<file path="src/dso_params.svh">
// Constants of the drive status output block: offsets, codes, reset values, timing.
// Assumes inclusion by the design files and the bench by bare name.
`ifndef DSO_PARAMS_SVH
`define DSO_PARAMS_SVH

// ---------------------------------------------------------------
// Parameter addresses
// ---------------------------------------------------------------
`define DSO_ADDR_FAULT1 16'h1F00
`define DSO_ADDR_FAULT2 16'h2000
`define DSO_ADDR_CFG_STORE 16'h2910
`define DSO_ADDR_MOT_STORE 16'h2930

// ---------------------------------------------------------------
// Reset values and masks
// ---------------------------------------------------------------
`define DSO_FAULT1_RST 16'h0408
`define DSO_FAULT2_RST 16'h0000
`define DSO_FAULT2_RSVD 16'h00E0
`define DSO_CMD_RST 8'h00

// ---------------------------------------------------------------
// Command codes
// ---------------------------------------------------------------
`define DSO_CMD_STORE 8'h01
`define DSO_CMD_INIT 8'h0A

// ---------------------------------------------------------------
// Timing: qualifying times count in milliseconds
// ---------------------------------------------------------------
`define DSO_TICK_NS 1000000
`define DSO_CLK_NS 5
`define DSO_TICK_CYCLES (`DSO_TICK_NS / `DSO_CLK_NS)

`endif

</file>
<file path="src/dso_pkg.sv">
// Types of the drive status output block.
// Assumes dso_params.svh holds the numeric constants.
package dso_pkg;

  // ---------------------------------------------------------------
  // Configuration from the parameter store
  // ---------------------------------------------------------------
  typedef struct packed {
    logic [31:0] pos_window;
    logic [15:0] pos_win_ms;
    logic [31:0] zero_vel_window;
    logic [15:0] zero_vel_ms;
    logic [31:0] speed_window;
    logic [31:0] max_speed;
    logic [15:0] torque_base;
    logic [15:0] torque_filt_ms;
  } dso_cfg_t;

  // ---------------------------------------------------------------
  // Live quantities from the control loops
  // ---------------------------------------------------------------
  typedef struct packed {
    logic pos_mode;
    logic torque_mode;
    logic signed [31:0] pos_error;
    logic signed [31:0] vel_actual;
    logic signed [31:0] vel_error;
    logic signed [15:0] torque_actual;
    logic drive_ready;
    logic power_enabled;
    logic home_found;
  } dso_meas_t;

  // ---------------------------------------------------------------
  // First fault word, bit 15 down to bit 0
  // ---------------------------------------------------------------
  typedef struct packed {
    logic nv_data;
    logic commutation;
    logic motor_temp;
    logic over_freq;
    logic current_time_overload;
    logic low_logic_supply;
    logic following;
    logic chopper;
    logic over_current;
    logic under_voltage;
    logic over_voltage;
    logic drive_temp;
    logic enc_count;
    logic enc_commutation;
    logic enc_wiring;
    logic extended;
  } dso_fault1_t;

  // ---------------------------------------------------------------
  // Second fault word, bit 15 down to bit 0
  // ---------------------------------------------------------------
  typedef struct packed {
    logic master_count;
    logic master_enc;
    logic loop_direction;
    logic aborted_link;
    logic serial_link;
    logic neg_limit;
    logic pos_limit;
    logic ext_enable;
    logic [2:0] reserved;
    logic motor_config;
    logic processor_identity_check;
    logic spurious_irq;
    logic watchdog;
    logic current_sensor;
  } dso_fault2_t;

  // ---------------------------------------------------------------
  // Digital output functions
  // ---------------------------------------------------------------
  typedef struct packed {
    logic ready;
    logic error;
    logic pos_reached;
    logic zero_speed;
    logic brake_release;
    logic speed_reached;
    logic index_seen;
    logic speed_limit;
    logic enabled;
    logic pos_limited;
    logic home_found;
    logic torque_limit;
  } dso_do_t;

  typedef enum logic [1:0] {
    DSO_NV_IDLE = 2'b01,
    DSO_NV_BUSY = 2'b10
  } dso_nv_state_t;

endpackage : dso_pkg

</file>
<file path="src/dso_status_outputs.sv">
// Status outputs, fault words and storage commands of a servo drive.
// Assumes cfg, meas, faults and the parameter port come from logic on clk;
// limit and index inputs come from pins and are synchronised here.
`timescale 1ns/1ps
`include "dso_params.svh"
// Contract
// - Position reached after window held long enough
// - Zero speed after velocity window time
// - Speed reached while error below window
// - Torque mode: speed limit reached flag
// - Torque limit after exceeding filter time
// - Zero baseline disables torque limit output
// - Brake output active releases the lock
// - Ready when drive may be enabled
// - Enabled while power stage holds shaft
// - Position limited on either travel limit
// - Index output on encoder index pulse
// - Write 1 stores, 10 initialises configuration
// - Configuration store excludes motor parameters
// - Motor store command saves motor parameters
// - First fault word read-only, resets 0408
// - First fault word bits 0 to 7
// - First fault word bits 8 to 15
// - Second word bits 0-4, 5-7 reserved
// - Second fault word bits 8 to 15
module dso_status_outputs import dso_pkg::*; #(
  parameter int unsigned TICK_CYCLES = `DSO_TICK_CYCLES
) (
  // Clock and reset
  input wire logic clk,
  input wire logic sys_rst,
  // Configuration and live quantities
  input wire dso_cfg_t cfg,
  input wire dso_meas_t meas,
  input wire dso_fault1_t fault1_in,
  input wire dso_fault2_t fault2_in,
  // Pins
  input wire logic lim_pos_pin,
  input wire logic lim_neg_pin,
  input wire logic index_pin,
  // Parameter port
  input wire logic par_wr,
  input wire logic par_rd,
  input wire logic [15:0] par_addr,
  input wire logic [15:0] par_wdata,
  output logic [15:0] par_rdata_q,
  output logic par_rvalid_q,
  // Nonvolatile store handshake
  input wire logic nv_done,
  output logic nv_store_cfg_q,
  output logic nv_init_cfg_q,
  output logic nv_store_motor_q,
  // Digital output functions
  output dso_do_t do_q
);

  // ---------------------------------------------------------------
  // Pin synchronisers and index edge
  // ---------------------------------------------------------------
  logic [2:0] pin_s1_q;
  logic [2:0] pin_s2_q;
  logic idx_prev_q;

  always_ff @(posedge clk) begin
    if (sys_rst) begin
      pin_s1_q <= 3'h0;
      pin_s2_q <= 3'h0;
      idx_prev_q <= 1'b0;
    end else begin
      pin_s1_q <= {index_pin, lim_neg_pin, lim_pos_pin};
      pin_s2_q <= pin_s1_q;
      idx_prev_q <= pin_s2_q[2];
    end
  end

  // ---------------------------------------------------------------
  // Millisecond tick
  // ---------------------------------------------------------------
  logic [17:0] div_q;
  logic [17:0] div_d;
  logic tick_d;
  logic tick_q;

  always_comb begin
    tick_d = (div_q == 18'(TICK_CYCLES - 1));
    div_d = tick_d ? 18'h00000 : div_q + 18'h00001;
  end

  always_ff @(posedge clk) begin
    if (sys_rst) begin
      div_q <= 18'h00000;
      tick_q <= 1'b0;
    end else begin
      div_q <= div_d;
      tick_q <= tick_d;
    end
  end

  // ---------------------------------------------------------------
  // Window conditions
  // ---------------------------------------------------------------
  logic [31:0] pos_err_abs;
  logic [31:0] vel_abs;
  logic [31:0] vel_err_abs;
  logic [15:0] tq_abs;
  logic pos_cond;
  logic zero_cond;
  logic spd_cond;
  logic lim_cond;
  logic tq_cond;
  logic pos_qual;
  logic zero_qual;
  logic tq_qual;

  always_comb begin
    pos_err_abs = meas.pos_error[31] ? 32'(-meas.pos_error) : meas.pos_error;
    vel_abs = meas.vel_actual[31] ? 32'(-meas.vel_actual) : meas.vel_actual;
    vel_err_abs = meas.vel_error[31] ? 32'(-meas.vel_error) : meas.vel_error;
    tq_abs = meas.torque_actual[15] ? 16'(-meas.torque_actual) : meas.torque_actual;
    pos_cond = meas.pos_mode && (pos_err_abs < cfg.pos_window);
    zero_cond = (vel_abs <= cfg.zero_vel_window);
    spd_cond = (vel_err_abs < cfg.speed_window);
    lim_cond = meas.torque_mode && (vel_abs >= cfg.max_speed);
    // Zero baseline would match any torque, so it means detection off
    tq_cond = (cfg.torque_base != 16'h0000) && (tq_abs >= cfg.torque_base);
  end

  dso_qualifier u_pos_qual (
    .clk(clk),
    .sys_rst(sys_rst),
    .tick(tick_q),
    .limit(cfg.pos_win_ms),
    .strict(1'b0),
    .cond(pos_cond),
    .qual_q(pos_qual)
  );

  dso_qualifier u_zero_qual (
    .clk(clk),
    .sys_rst(sys_rst),
    .tick(tick_q),
    .limit(cfg.zero_vel_ms),
    .strict(1'b0),
    .cond(zero_cond),
    .qual_q(zero_qual)
  );

  // Strict compare: the time must be exceeded, not merely met
  dso_qualifier u_tq_qual (
    .clk(clk),
    .sys_rst(sys_rst),
    .tick(tick_q),
    .limit(cfg.torque_filt_ms),
    .strict(1'b1),
    .cond(tq_cond),
    .qual_q(tq_qual)
  );

  // ---------------------------------------------------------------
  // Fault words
  // ---------------------------------------------------------------
  dso_fault1_t f1_q;
  dso_fault1_t f1_d;
  dso_fault2_t f2_q;
  dso_fault2_t f2_d;

  always_comb begin
    f1_d = fault1_in;
    f2_d = fault2_in;
    f2_d.reserved = 3'h0;
  end

  always_ff @(posedge clk) begin
    if (sys_rst) begin
      f1_q <= `DSO_FAULT1_RST;
      f2_q <= `DSO_FAULT2_RST;
    end else begin
      f1_q <= f1_d;
      f2_q <= f2_d;
    end
  end

  // ---------------------------------------------------------------
  // Output functions
  // ---------------------------------------------------------------
  dso_do_t do_d;

  always_comb begin
    do_d.error = (|f1_q) || (|f2_q);
    do_d.ready = meas.drive_ready && !do_d.error;
    do_d.pos_reached = pos_qual;
    do_d.zero_speed = zero_qual;
    do_d.brake_release = meas.power_enabled;
    do_d.speed_reached = spd_cond;
    do_d.index_seen = pin_s2_q[2] && !idx_prev_q;
    do_d.speed_limit = lim_cond;
    do_d.enabled = meas.power_enabled;
    do_d.pos_limited = pin_s2_q[0] || pin_s2_q[1];
    do_d.home_found = meas.home_found;
    do_d.torque_limit = tq_qual;
  end

  always_ff @(posedge clk) begin
    if (sys_rst) begin
      do_q <= '0;
    end else begin
      do_q <= do_d;
    end
  end

  // ---------------------------------------------------------------
  // Storage commands
  // ---------------------------------------------------------------
  dso_nv_state_t nv_q;
  dso_nv_state_t nv_d;
  logic [7:0] cfg_cmd_q;
  logic [7:0] cfg_cmd_d;
  logic [7:0] mot_cmd_q;
  logic [7:0] mot_cmd_d;
  logic st_cfg_d;
  logic in_cfg_d;
  logic st_mot_d;
  logic cfg_wr;
  logic mot_wr;

  always_comb begin
    nv_d = nv_q;
    cfg_cmd_d = cfg_cmd_q;
    mot_cmd_d = mot_cmd_q;
    st_cfg_d = 1'b0;
    in_cfg_d = 1'b0;
    st_mot_d = 1'b0;
    cfg_wr = par_wr && (par_addr == `DSO_ADDR_CFG_STORE);
    mot_wr = par_wr && (par_addr == `DSO_ADDR_MOT_STORE);
    unique case (nv_q)
      DSO_NV_IDLE: begin
        // A new command only starts here; writes while busy are dropped
        if (cfg_wr) begin
          cfg_cmd_d = par_wdata[7:0];
          st_cfg_d = (par_wdata[7:0] == `DSO_CMD_STORE);
          in_cfg_d = (par_wdata[7:0] == `DSO_CMD_INIT);
        end else if (mot_wr) begin
          mot_cmd_d = par_wdata[7:0];
          st_mot_d = (par_wdata[7:0] == `DSO_CMD_STORE);
        end
        if (st_cfg_d || in_cfg_d || st_mot_d) begin
          nv_d = DSO_NV_BUSY;
        end
      end
      DSO_NV_BUSY: begin
        if (nv_done) begin
          nv_d = DSO_NV_IDLE;
          cfg_cmd_d = `DSO_CMD_RST;
          mot_cmd_d = `DSO_CMD_RST;
        end
      end
      default: begin
        nv_d = DSO_NV_IDLE;
      end
    endcase
  end

  always_ff @(posedge clk) begin
    if (sys_rst) begin
      nv_q <= DSO_NV_IDLE;
      cfg_cmd_q <= `DSO_CMD_RST;
      mot_cmd_q <= `DSO_CMD_RST;
      nv_store_cfg_q <= 1'b0;
      nv_init_cfg_q <= 1'b0;
      nv_store_motor_q <= 1'b0;
    end else begin
      nv_q <= nv_d;
      cfg_cmd_q <= cfg_cmd_d;
      mot_cmd_q <= mot_cmd_d;
      nv_store_cfg_q <= st_cfg_d;
      nv_init_cfg_q <= in_cfg_d;
      nv_store_motor_q <= st_mot_d;
    end
  end

  // ---------------------------------------------------------------
  // Parameter reads
  // ---------------------------------------------------------------
  logic [15:0] rdata_d;

  always_comb begin
    unique case (par_addr)
      `DSO_ADDR_FAULT1: rdata_d = f1_q;
      `DSO_ADDR_FAULT2: rdata_d = f2_q;
      `DSO_ADDR_CFG_STORE: rdata_d = {8'h00, cfg_cmd_q};
      `DSO_ADDR_MOT_STORE: rdata_d = {8'h00, mot_cmd_q};
      default: rdata_d = 16'h0000;
    endcase
  end

  always_ff @(posedge clk) begin
    if (sys_rst) begin
      par_rdata_q <= 16'h0000;
      par_rvalid_q <= 1'b0;
    end else begin
      par_rdata_q <= par_rd ? rdata_d : 16'h0000;
      par_rvalid_q <= par_rd;
    end
  end

  // ---------------------------------------------------------------
  // Checks
  // ---------------------------------------------------------------
  a_pos_needs_cond: assert property (@(posedge clk) disable iff (sys_rst)
    do_q.pos_reached |-> $past(pos_cond, 2)) else $error("position reached without window");

  a_zero_needs_cond: assert property (@(posedge clk) disable iff (sys_rst)
    do_q.zero_speed |-> $past(zero_cond, 2)) else $error("zero speed without window");

  a_speed_follows: assert property (@(posedge clk) disable iff (sys_rst)
    spd_cond |=> do_q.speed_reached) else $error("speed reached missed");

  a_torque_off: assert property (@(posedge clk) disable iff (sys_rst)
    (cfg.torque_base == 16'h0000) [*3] |-> !do_q.torque_limit)
    else $error("torque limit with zero baseline");

  a_error_any: assert property (@(posedge clk) disable iff (sys_rst)
    ((|f1_q) || (|f2_q)) |=> do_q.error) else $error("error output missed fault");

  a_rsvd_zero: assert property (@(posedge clk) disable iff (sys_rst)
    f2_q.reserved == 3'h0) else $error("reserved fault bits set");

  a_store_pulse: assert property (@(posedge clk) disable iff (sys_rst)
    (nv_q == DSO_NV_IDLE && cfg_wr && par_wdata[7:0] == `DSO_CMD_INIT) |=>
    (nv_init_cfg_q && !nv_store_cfg_q && nv_q == DSO_NV_BUSY))
    else $error("init command not issued");

  a_limit_out: assert property (@(posedge clk) disable iff (sys_rst)
    (pin_s2_q[0] || pin_s2_q[1]) |=> do_q.pos_limited) else $error("limit output missed");

endmodule : dso_status_outputs

</file>
<file path="src/dso_qualifier.sv">
// Duration qualifier: a condition must hold for a number of millisecond ticks.
// Assumes tick is a one-cycle enable on clk.
`timescale 1ns/1ps
`include "dso_params.svh"
module dso_qualifier import dso_pkg::*; (
  // Clock and reset
  input wire logic clk,
  input wire logic sys_rst,
  // Timing
  input wire logic tick,
  input wire logic [15:0] limit,
  input wire logic strict,
  // Condition and result
  input wire logic cond,
  output logic qual_q
);

  logic [16:0] cnt_q;
  logic [16:0] cnt_d;
  logic qual_d;

  // ---------------------------------------------------------------
  // Counter
  // ---------------------------------------------------------------
  always_comb begin
    cnt_d = cnt_q;
    qual_d = 1'b0;
    if (!cond) begin
      cnt_d = 17'h00000;
    end else begin
      if (tick && !cnt_q[16]) begin
        cnt_d = cnt_q + 17'h00001;
      end
      // Saturation at 2^16 keeps any 16-bit limit reachable
      // One tick past the limit: the first tick may land at once
      qual_d = (cnt_q > {1'b0, limit}) || (!strict && (limit == 16'h0000));
    end
  end

  always_ff @(posedge clk) begin
    if (sys_rst) begin
      cnt_q <= 17'h00000;
      qual_q <= 1'b0;
    end else begin
      cnt_q <= cnt_d;
      qual_q <= qual_d;
    end
  end

  a_qual_restart: assert property (@(posedge clk) disable iff (sys_rst)
    !cond |=> !qual_q) else $error("qualifier held while condition false");

endmodule : dso_qualifier

</file>
<file path="config.mk">
export PLATFORM = sky130hd
export DESIGN_NAME = dso_status_outputs
export DESIGN_NICKNAME = d
export VERILOG_FILES = /design/src/dso_pkg.sv /design/src/dso_status_outputs.sv /design/src/dso_qualifier.sv
export VERILOG_INCLUDE_DIRS = /design/src /design/src/src
export SDC_FILE = /design/constraint.sdc
export NUM_CORES = 1
export LEC_CHECK = 0
export BUFFER_PORTS_ARGS = -buffer_cell sky130_fd_sc_hd__buf_2
export CORE_ASPECT_RATIO = 0.8
export CORE_UTILIZATION = 45
export CTS_CLUSTER_DIAMETER = 100
export DETAILED_ROUTE_END_ITERATION = 6
export HOLD_SLACK_MARGIN = 0.1
export PLACE_DENSITY = 0.7
export SLEW_MARGIN = 20
export SYNTH_ARGS = -nofsm -noshare
export SYNTH_HDL_FRONTEND = slang
export SYNTH_SLANG_ARGS = --single-unit
</file>
<file path="constraint.sdc">
create_clock -name clk -period 8.9 [get_ports clk]
set_input_delay 0.89 -clock clk [delete_from_list [all_inputs] [get_ports clk]]
set_output_delay 0.89 -clock clk [all_outputs]
set_load 0.02 [all_outputs]
</file>
# Yosys cells after proc, flatten, opt, wreduce, memory -nomap -nowiden
# Index checks and enable logic that the tools add are counted.
[classes]
addsub = 8
n_mul = 0
div_mod_pow = 0
n_lt_le_gt_ge = 8
n_eq_ne = 14
n_shift = 0
muxes = 21
n_bitwise = 5
n_reduce_logical = 36
[op_table]
columns = ["operator", "n"]
rows = [
  ["two-way mux 32 bit", 3],
  ["negator 32 bit", 3],
  ["< comparator 32 bit", 2],
  ["case mux 16 bit (4 select lines)", 1],
  ["adder 17 x 1 -> 17 bit (second input constant)", 3],
  ["> comparator 17 x 16 -> 1 bit", 3],
  ["equality test 16 x 14 -> 1 bit (second input constant)", 3],
  ["greater-or-equal comparator 32 bit", 1],
  ["less-or-equal comparator 32 bit", 1],
  ["logical NOT 16 bit", 2],
  ["two-way mux 8 bit", 4],
  ["case mux 8 bit (2 select lines)", 2],
  ["OR reduction 16 bit", 2],
  ["adder 18 x 1 -> 18 bit (second input constant)", 1],
  ["equality test 18 bit (second input constant)", 1],
  ["equality test 16 x 13 -> 1 bit (second input constant)", 1],
  ["greater-or-equal comparator 16 bit", 1],
  ["two-way mux 16 bit", 1],
  ["negator 16 bit", 1],
  ["nonzero test 16 bit", 1],
  ["OR reduction 2 bit", 6],
  ["logical AND 1 bit", 10],
  ["inequality test 2 bit (second input constant)", 5],
  ["equality test 8 x 1 -> 1 bit (second input constant)", 1],
  ["other kinds (13)", 33],
]
[totals]
reg_bits = 161
latchBits = 0
mem_bits_rw = 0
mem_bits_ro = 0
input_bits = 381
out_inout_bits = 32
wordCells = 152
n_memories = 0

# Logic depth before layout (Yosys ltp)
[logic_depth]
ltp_word = 8
depth_mapped = 17

# Modules after synthesis
# Synthesis repeated with hierarchy kept, for this count alone.
[unflattened]
hier_cells = 1614
area_unflattened_um2 = 13041.3
[by_module_without_submodules]
columns = ["module", "instances", "cells_per_inst", "area_each_um2"]
rows = [
  ["dso_status_outputs", 1, 1167, 9212.6],
  ["dso_qualifier", 3, 149, 1276.2],
]

# Worst setup path before layout
# No wires, ideal clock.
[synth_path]
path_type = "input to register"
startpoint = "input port meas[54] in the netlist's numbering"
endpoint = "register u_zero_qual.cnt_q[10]"
setup_time_ps = 128
arrival_time_ps = 4502
required_time_ps = 8772
setup_slack_ps = 4270
cell_stages = 15
n_path_buf = 2
path_cell_list = "or4_1 or4_1 nand2b_1 or2_2 o31ai_1 xnor2_1 ha_1 nand4_1 nor4bb_1 a21oi_1 a31oi_1 a21o_1 clkbuf_1 clkbuf_1 nor2_1"
[synth_via]
elab_chain_len = 5
[synth_rtl]
columns = ["element", "line_no", "text"]
rows = [
  ["start: declaration", "dso_status_outputs.sv:34", "input wire dso_meas_t meas,"],
  ["negator 32 bit", "dso_status_outputs.sv:117", "vel_abs = meas.vel_actual[31] ? 32'(-meas.vel_actual) : meas.vel_actual;"],
  ["two-way mux 32 bit (*)", "dso_status_outputs.sv:117", ""],
  ["less-or-equal comparator 32 bit (*)", "dso_status_outputs.sv:121", "zero_cond = (vel_abs <= cfg.zero_vel_window);"],
  ["inverter 1 bit (no source line) (*)", "n/a", ""],
  ["OR reduction 2 bit (no source line) (*)", "n/a", ""],
  ["end signal: assignment", "dso_qualifier.sv:45", "cnt_q <= cnt_d;"],
  ["end: declaration", "dso_qualifier.sv:18", "logic [16:0] cnt_q;"],
]
# Every way passes the cells marked *; elsewhere a longest branch is shown, timed or not.
# A chain may end at the register's enable or synchronous reset.

# Worst setup path after layout
[layout_path]
startpoint = "input port meas[54] in the netlist's numbering"
endpoint = "register u_zero_qual.cnt_q[12]"
# The elaborated chain is that of the path after synthesis.

==> results by group <==
Timing
  • Worst-Margin Slew: about 1.1 ns
  • Clock skew: between 0.01 and 0.015 ns
  • Hold Slack: between 0.3 and 0.4 ns
  • Endpoints failing setup: 0
  • Worst slew margin: approximately 25%
  • Fin. max-slew vios: 0
  • Period utilization: between 50% and 60%
  • Tmin final: 5.06 ns
  • Final Hold Fails: 0
  • FMAX: 198 MHz
  • RSZ-0062 raised after global routing: no
  • TNS Setup: 0 ns

Place
  • GPL Wtd Cong: between 0.9 and 1
  • Placed wire-length estimate: approximately 31000 um
  • Dpl cells: 2333
  • # port buffers: ~400
  • DP Area: roughly 15000 um2

Setup path
  • Worst setup EP type: flip-flop
  • Critical path class: input port to flip-flop
  • Reg2Reg Depth: 6
  • Critical path startpoint category: input port
  • Critical Path RT: a little over 9 ns
  • Origin of the worst setup path: meas[54]
  • RR Endpoint: u_tq_qual.cnt_q[15]
  • R2R Path Start: tick_q
  • Reg2reg setup slack: ~6.9 ns
  • Worst EP arrival: between 5 and 6 ns
  • Critical Path Fanout Max: 18
  • End point of the critical path: u_zero_qual.cnt_q[12]

Synthesis
  • Mapped Nets: roughly 2200
  • Share of flip-flops with an asynchronous set or reset: 0%
  • Syn Inst Count: approximately 1600
  • Post-synthesis sequential area ratio: between 20% and 30%
  • Flops & latches, synth: 158
  • EDFF count, synth: 0
  • Yosys Warn Count: 0
  • Number of distinct library cells after synthesis: between 50 and 60
  • Post-Syn Area: 12800 um2
  • Syn Area/Cell: 7.96 um2
  • Top_reg_cell synth: dfxtp_1

Die
  • Die Footprint: slightly below 30000 um2
  • Die Ht: approximately 150 um
  • Die W: 190 um
  • # IOs: a little over 400
  • Core footprint: between 20000 and 30000 um2
  • Initial Util: 46.3%
  • # rows: 54

Pwr
  • Leakage: around 7.6 nW
  • Peak VDD IR: between 100 and 150 uV
  • Power per cell area: 121 nW/um2
  • Overall power: between 0.0015 and 0.002 W

Routing
  • Via Count: 12557
  • DRC violations left: 0
  • DRC violation total after the first TritonRoute iteration: between 500 and 600
  • Antenna viol nets, final: 0
  • Drt first pass iters: 7
  • Routed WL: roughly 37000 um
  • DR WL/cell: ~15 um
  • Vias per cell: between 5 and 6

Worst hold path
  • Hold Crit Class: flip-flop to flip-flop
  • Hold Path Depth: 1

Clock network
  • Post CTS Setup Buffer Count: 0
  • CTS tree: built
  • Clock transition at path regs: about 0.060 ns
  • Post-CTS sizing: 0
  • H-tree level count: 4
  • CTS Root Cell: clkbuf_16
  • Clk sinks: between 150 and 200
  • CTS Buf Count: 17
  • Max clock buf depth: 2
  • Worst-Skew Late Latency: about 0.42 ns
  • Cts hold-fix bufs: 0

GRT
  • Vias in the first global route: approximately 12000
  • Met3 usage: between 4 and 5%
  • First-pass GRT wire length: roughly 59000 um
  • Initial antenna violation count: 3
  • GRT Max-Usage Layer: met2
  • Met2 Use GR: 44.3%
  • Grt met1 use: 30.0%
  • Total track usage: 24.7%
  • Largest net degree at the start of global routing: 61
  • Grt ovf: 0

Status
  • Status: finished clean

Layout
  • Layout area overhead: 23.1%
  • Final cell count without fillers: 2367
  • Most frequent cells in the layout: buf_2 (401), inv_1 (206), ha_1 (198), dfxtp_1 (158), nor2_1 (136)
  • Multi-input logic area: 8690 um2
  • Fraction of layout cells with a size suffix above 1: 22.9%
  • FF+latch area: about 3200 um2
  • Nets: around 2600
  • Fillcell total: about 2600
  • Most common cell after layout, fill and taps aside: buf_2
  • Final instance area: approximately 16000 um2

Run
  • Max-Cap Viols: 0
==> state kept, by name (all words and copies together), names as in the netlist, 8 cells and up <==
name               cells
mot_cmd_q              8
cfg_cmd_q              8
f2_q                  13
u_zero_qual.cnt_q     17
do_q                  11
par_rdata_q           16
u_pos_qual.cnt_q      17
f1_q                  16
div_q                 18
u_tq_qual.cnt_q       17
==> layout make-up <==
type | instances | share of cell area [%]
antenna | 3 | 0.0478
clock buffer | 19 | 2.82
clock inverter | 12 | 0.869
inverter | 206 | 4.93
multi-input combinational | 1201 | 55.4
sequential | 158 | 20.1
tap | 364 | 2.90
timing repair buffer | 404 | 12.9
==> metal layers <==
metal  wire length [um]  share of wire, %
met4                744               2.0
met1              16200                44
met2              17700                48
met3               2010               5.5
met5                  0                 0
==> how the worst min path moves through the flow <==
stage / start / to / slack (ns)
after floorplan: idx_prev_q / do_q[5] / 0.37
after global placement: idx_prev_q / do_q[5] / 0.37
after detailed placement: idx_prev_q / do_q[5] / 0.39
after CTS: idx_prev_q / do_q[5] / 0.40
after global routing: idx_prev_q / do_q[5] / 0.41
final: idx_prev_q / do_q[5] / 0.39
==> cells in the mapped netlist, types with 4 or more instances <==
master	instances	area share, %
a2111oi_0	4	0.27
a211oi_1	13	0.77
a21boi_0	5	0.29
a21o_1	27	1.6
a21oi_1	65	2.6
a222oi_1	8	0.63
a22oi_1	8	0.47
a31oi_1	4	0.20
a41oi_1	6	0.41
and3_1	11	0.54
and4_1	12	0.82
clkbuf_1	32	0.94
dfxtp_1	158	25
ha_1	198	19
inv_1	206	6.1
nand2_1	101	3.0
nand2b_1	20	0.98
nand3_1	58	2.3
nand3b_1	4	0.24
nand4_1	41	2.0
nand4b_1	4	0.27
nor2_1	136	4.0
nor2b_1	56	2.7
nor3_1	18	0.71
nor4_1	31	1.5
o211ai_1	5	0.29
o21ai_0	83	3.3
o31ai_1	28	1.6
o41ai_1	10	0.69
or2_2	11	0.54
or3_1	14	0.69
or4_1	20	1.2
or4_4	4	0.35
xnor2_1	125	8.6
xor2_1	36	2.5
==> cell families (layout without fill, tap and decap cells) <==
group | after synthesis | after routing | synth area share (%)
multiplexers | 3 | 3 | 0.235
XOR/XNOR | 161 | 161 | 11.1
buffers and inverters | 243 | 641 | 7.19
flip-flops | 158 | 158 | 24.8
adder cells (fa/ha/maj) | 198 | 198 | 19.4
other | 0 | 3 | 0
AND/OR/NAND/NOR | 554 | 554 | 22.7
AO/OA/AOI/OAI | 285 | 285 | 14.6
==> where the power goes <==
part           switching, W  total [W]  internal (W)
clock              0.000298   0.000720      0.000422
sequential       0.00000652   0.000725      0.000719
combinational      0.000241   0.000450      0.000209
total              0.000545    0.00189       0.00135
==> stage by stage <==
stage	setup WS [ns]	util, %
finish	3.84	56.9
global placement	3.50	54.8
global route	3.58	56.9
floorplan	4.27	-
CTS	3.88	56.9
detailed placement	3.45	54.8
==> worst max-delay path: stages <==
cell and delay [ns]:
buf_2 0.13, or4_1 0.51, or4_1 0.62, nand2b_1 0.23, or2_2 0.34, o31ai_1 0.31
xnor2_1 0.14, ha_1 0.31, nand4_1 0.21, nor4bb_1 0.69, a21oi_1 0.13, a31oi_1 0.17
a21o_1 0.52, nor2_1 0.12
Power figures use the tool's default switching activity.
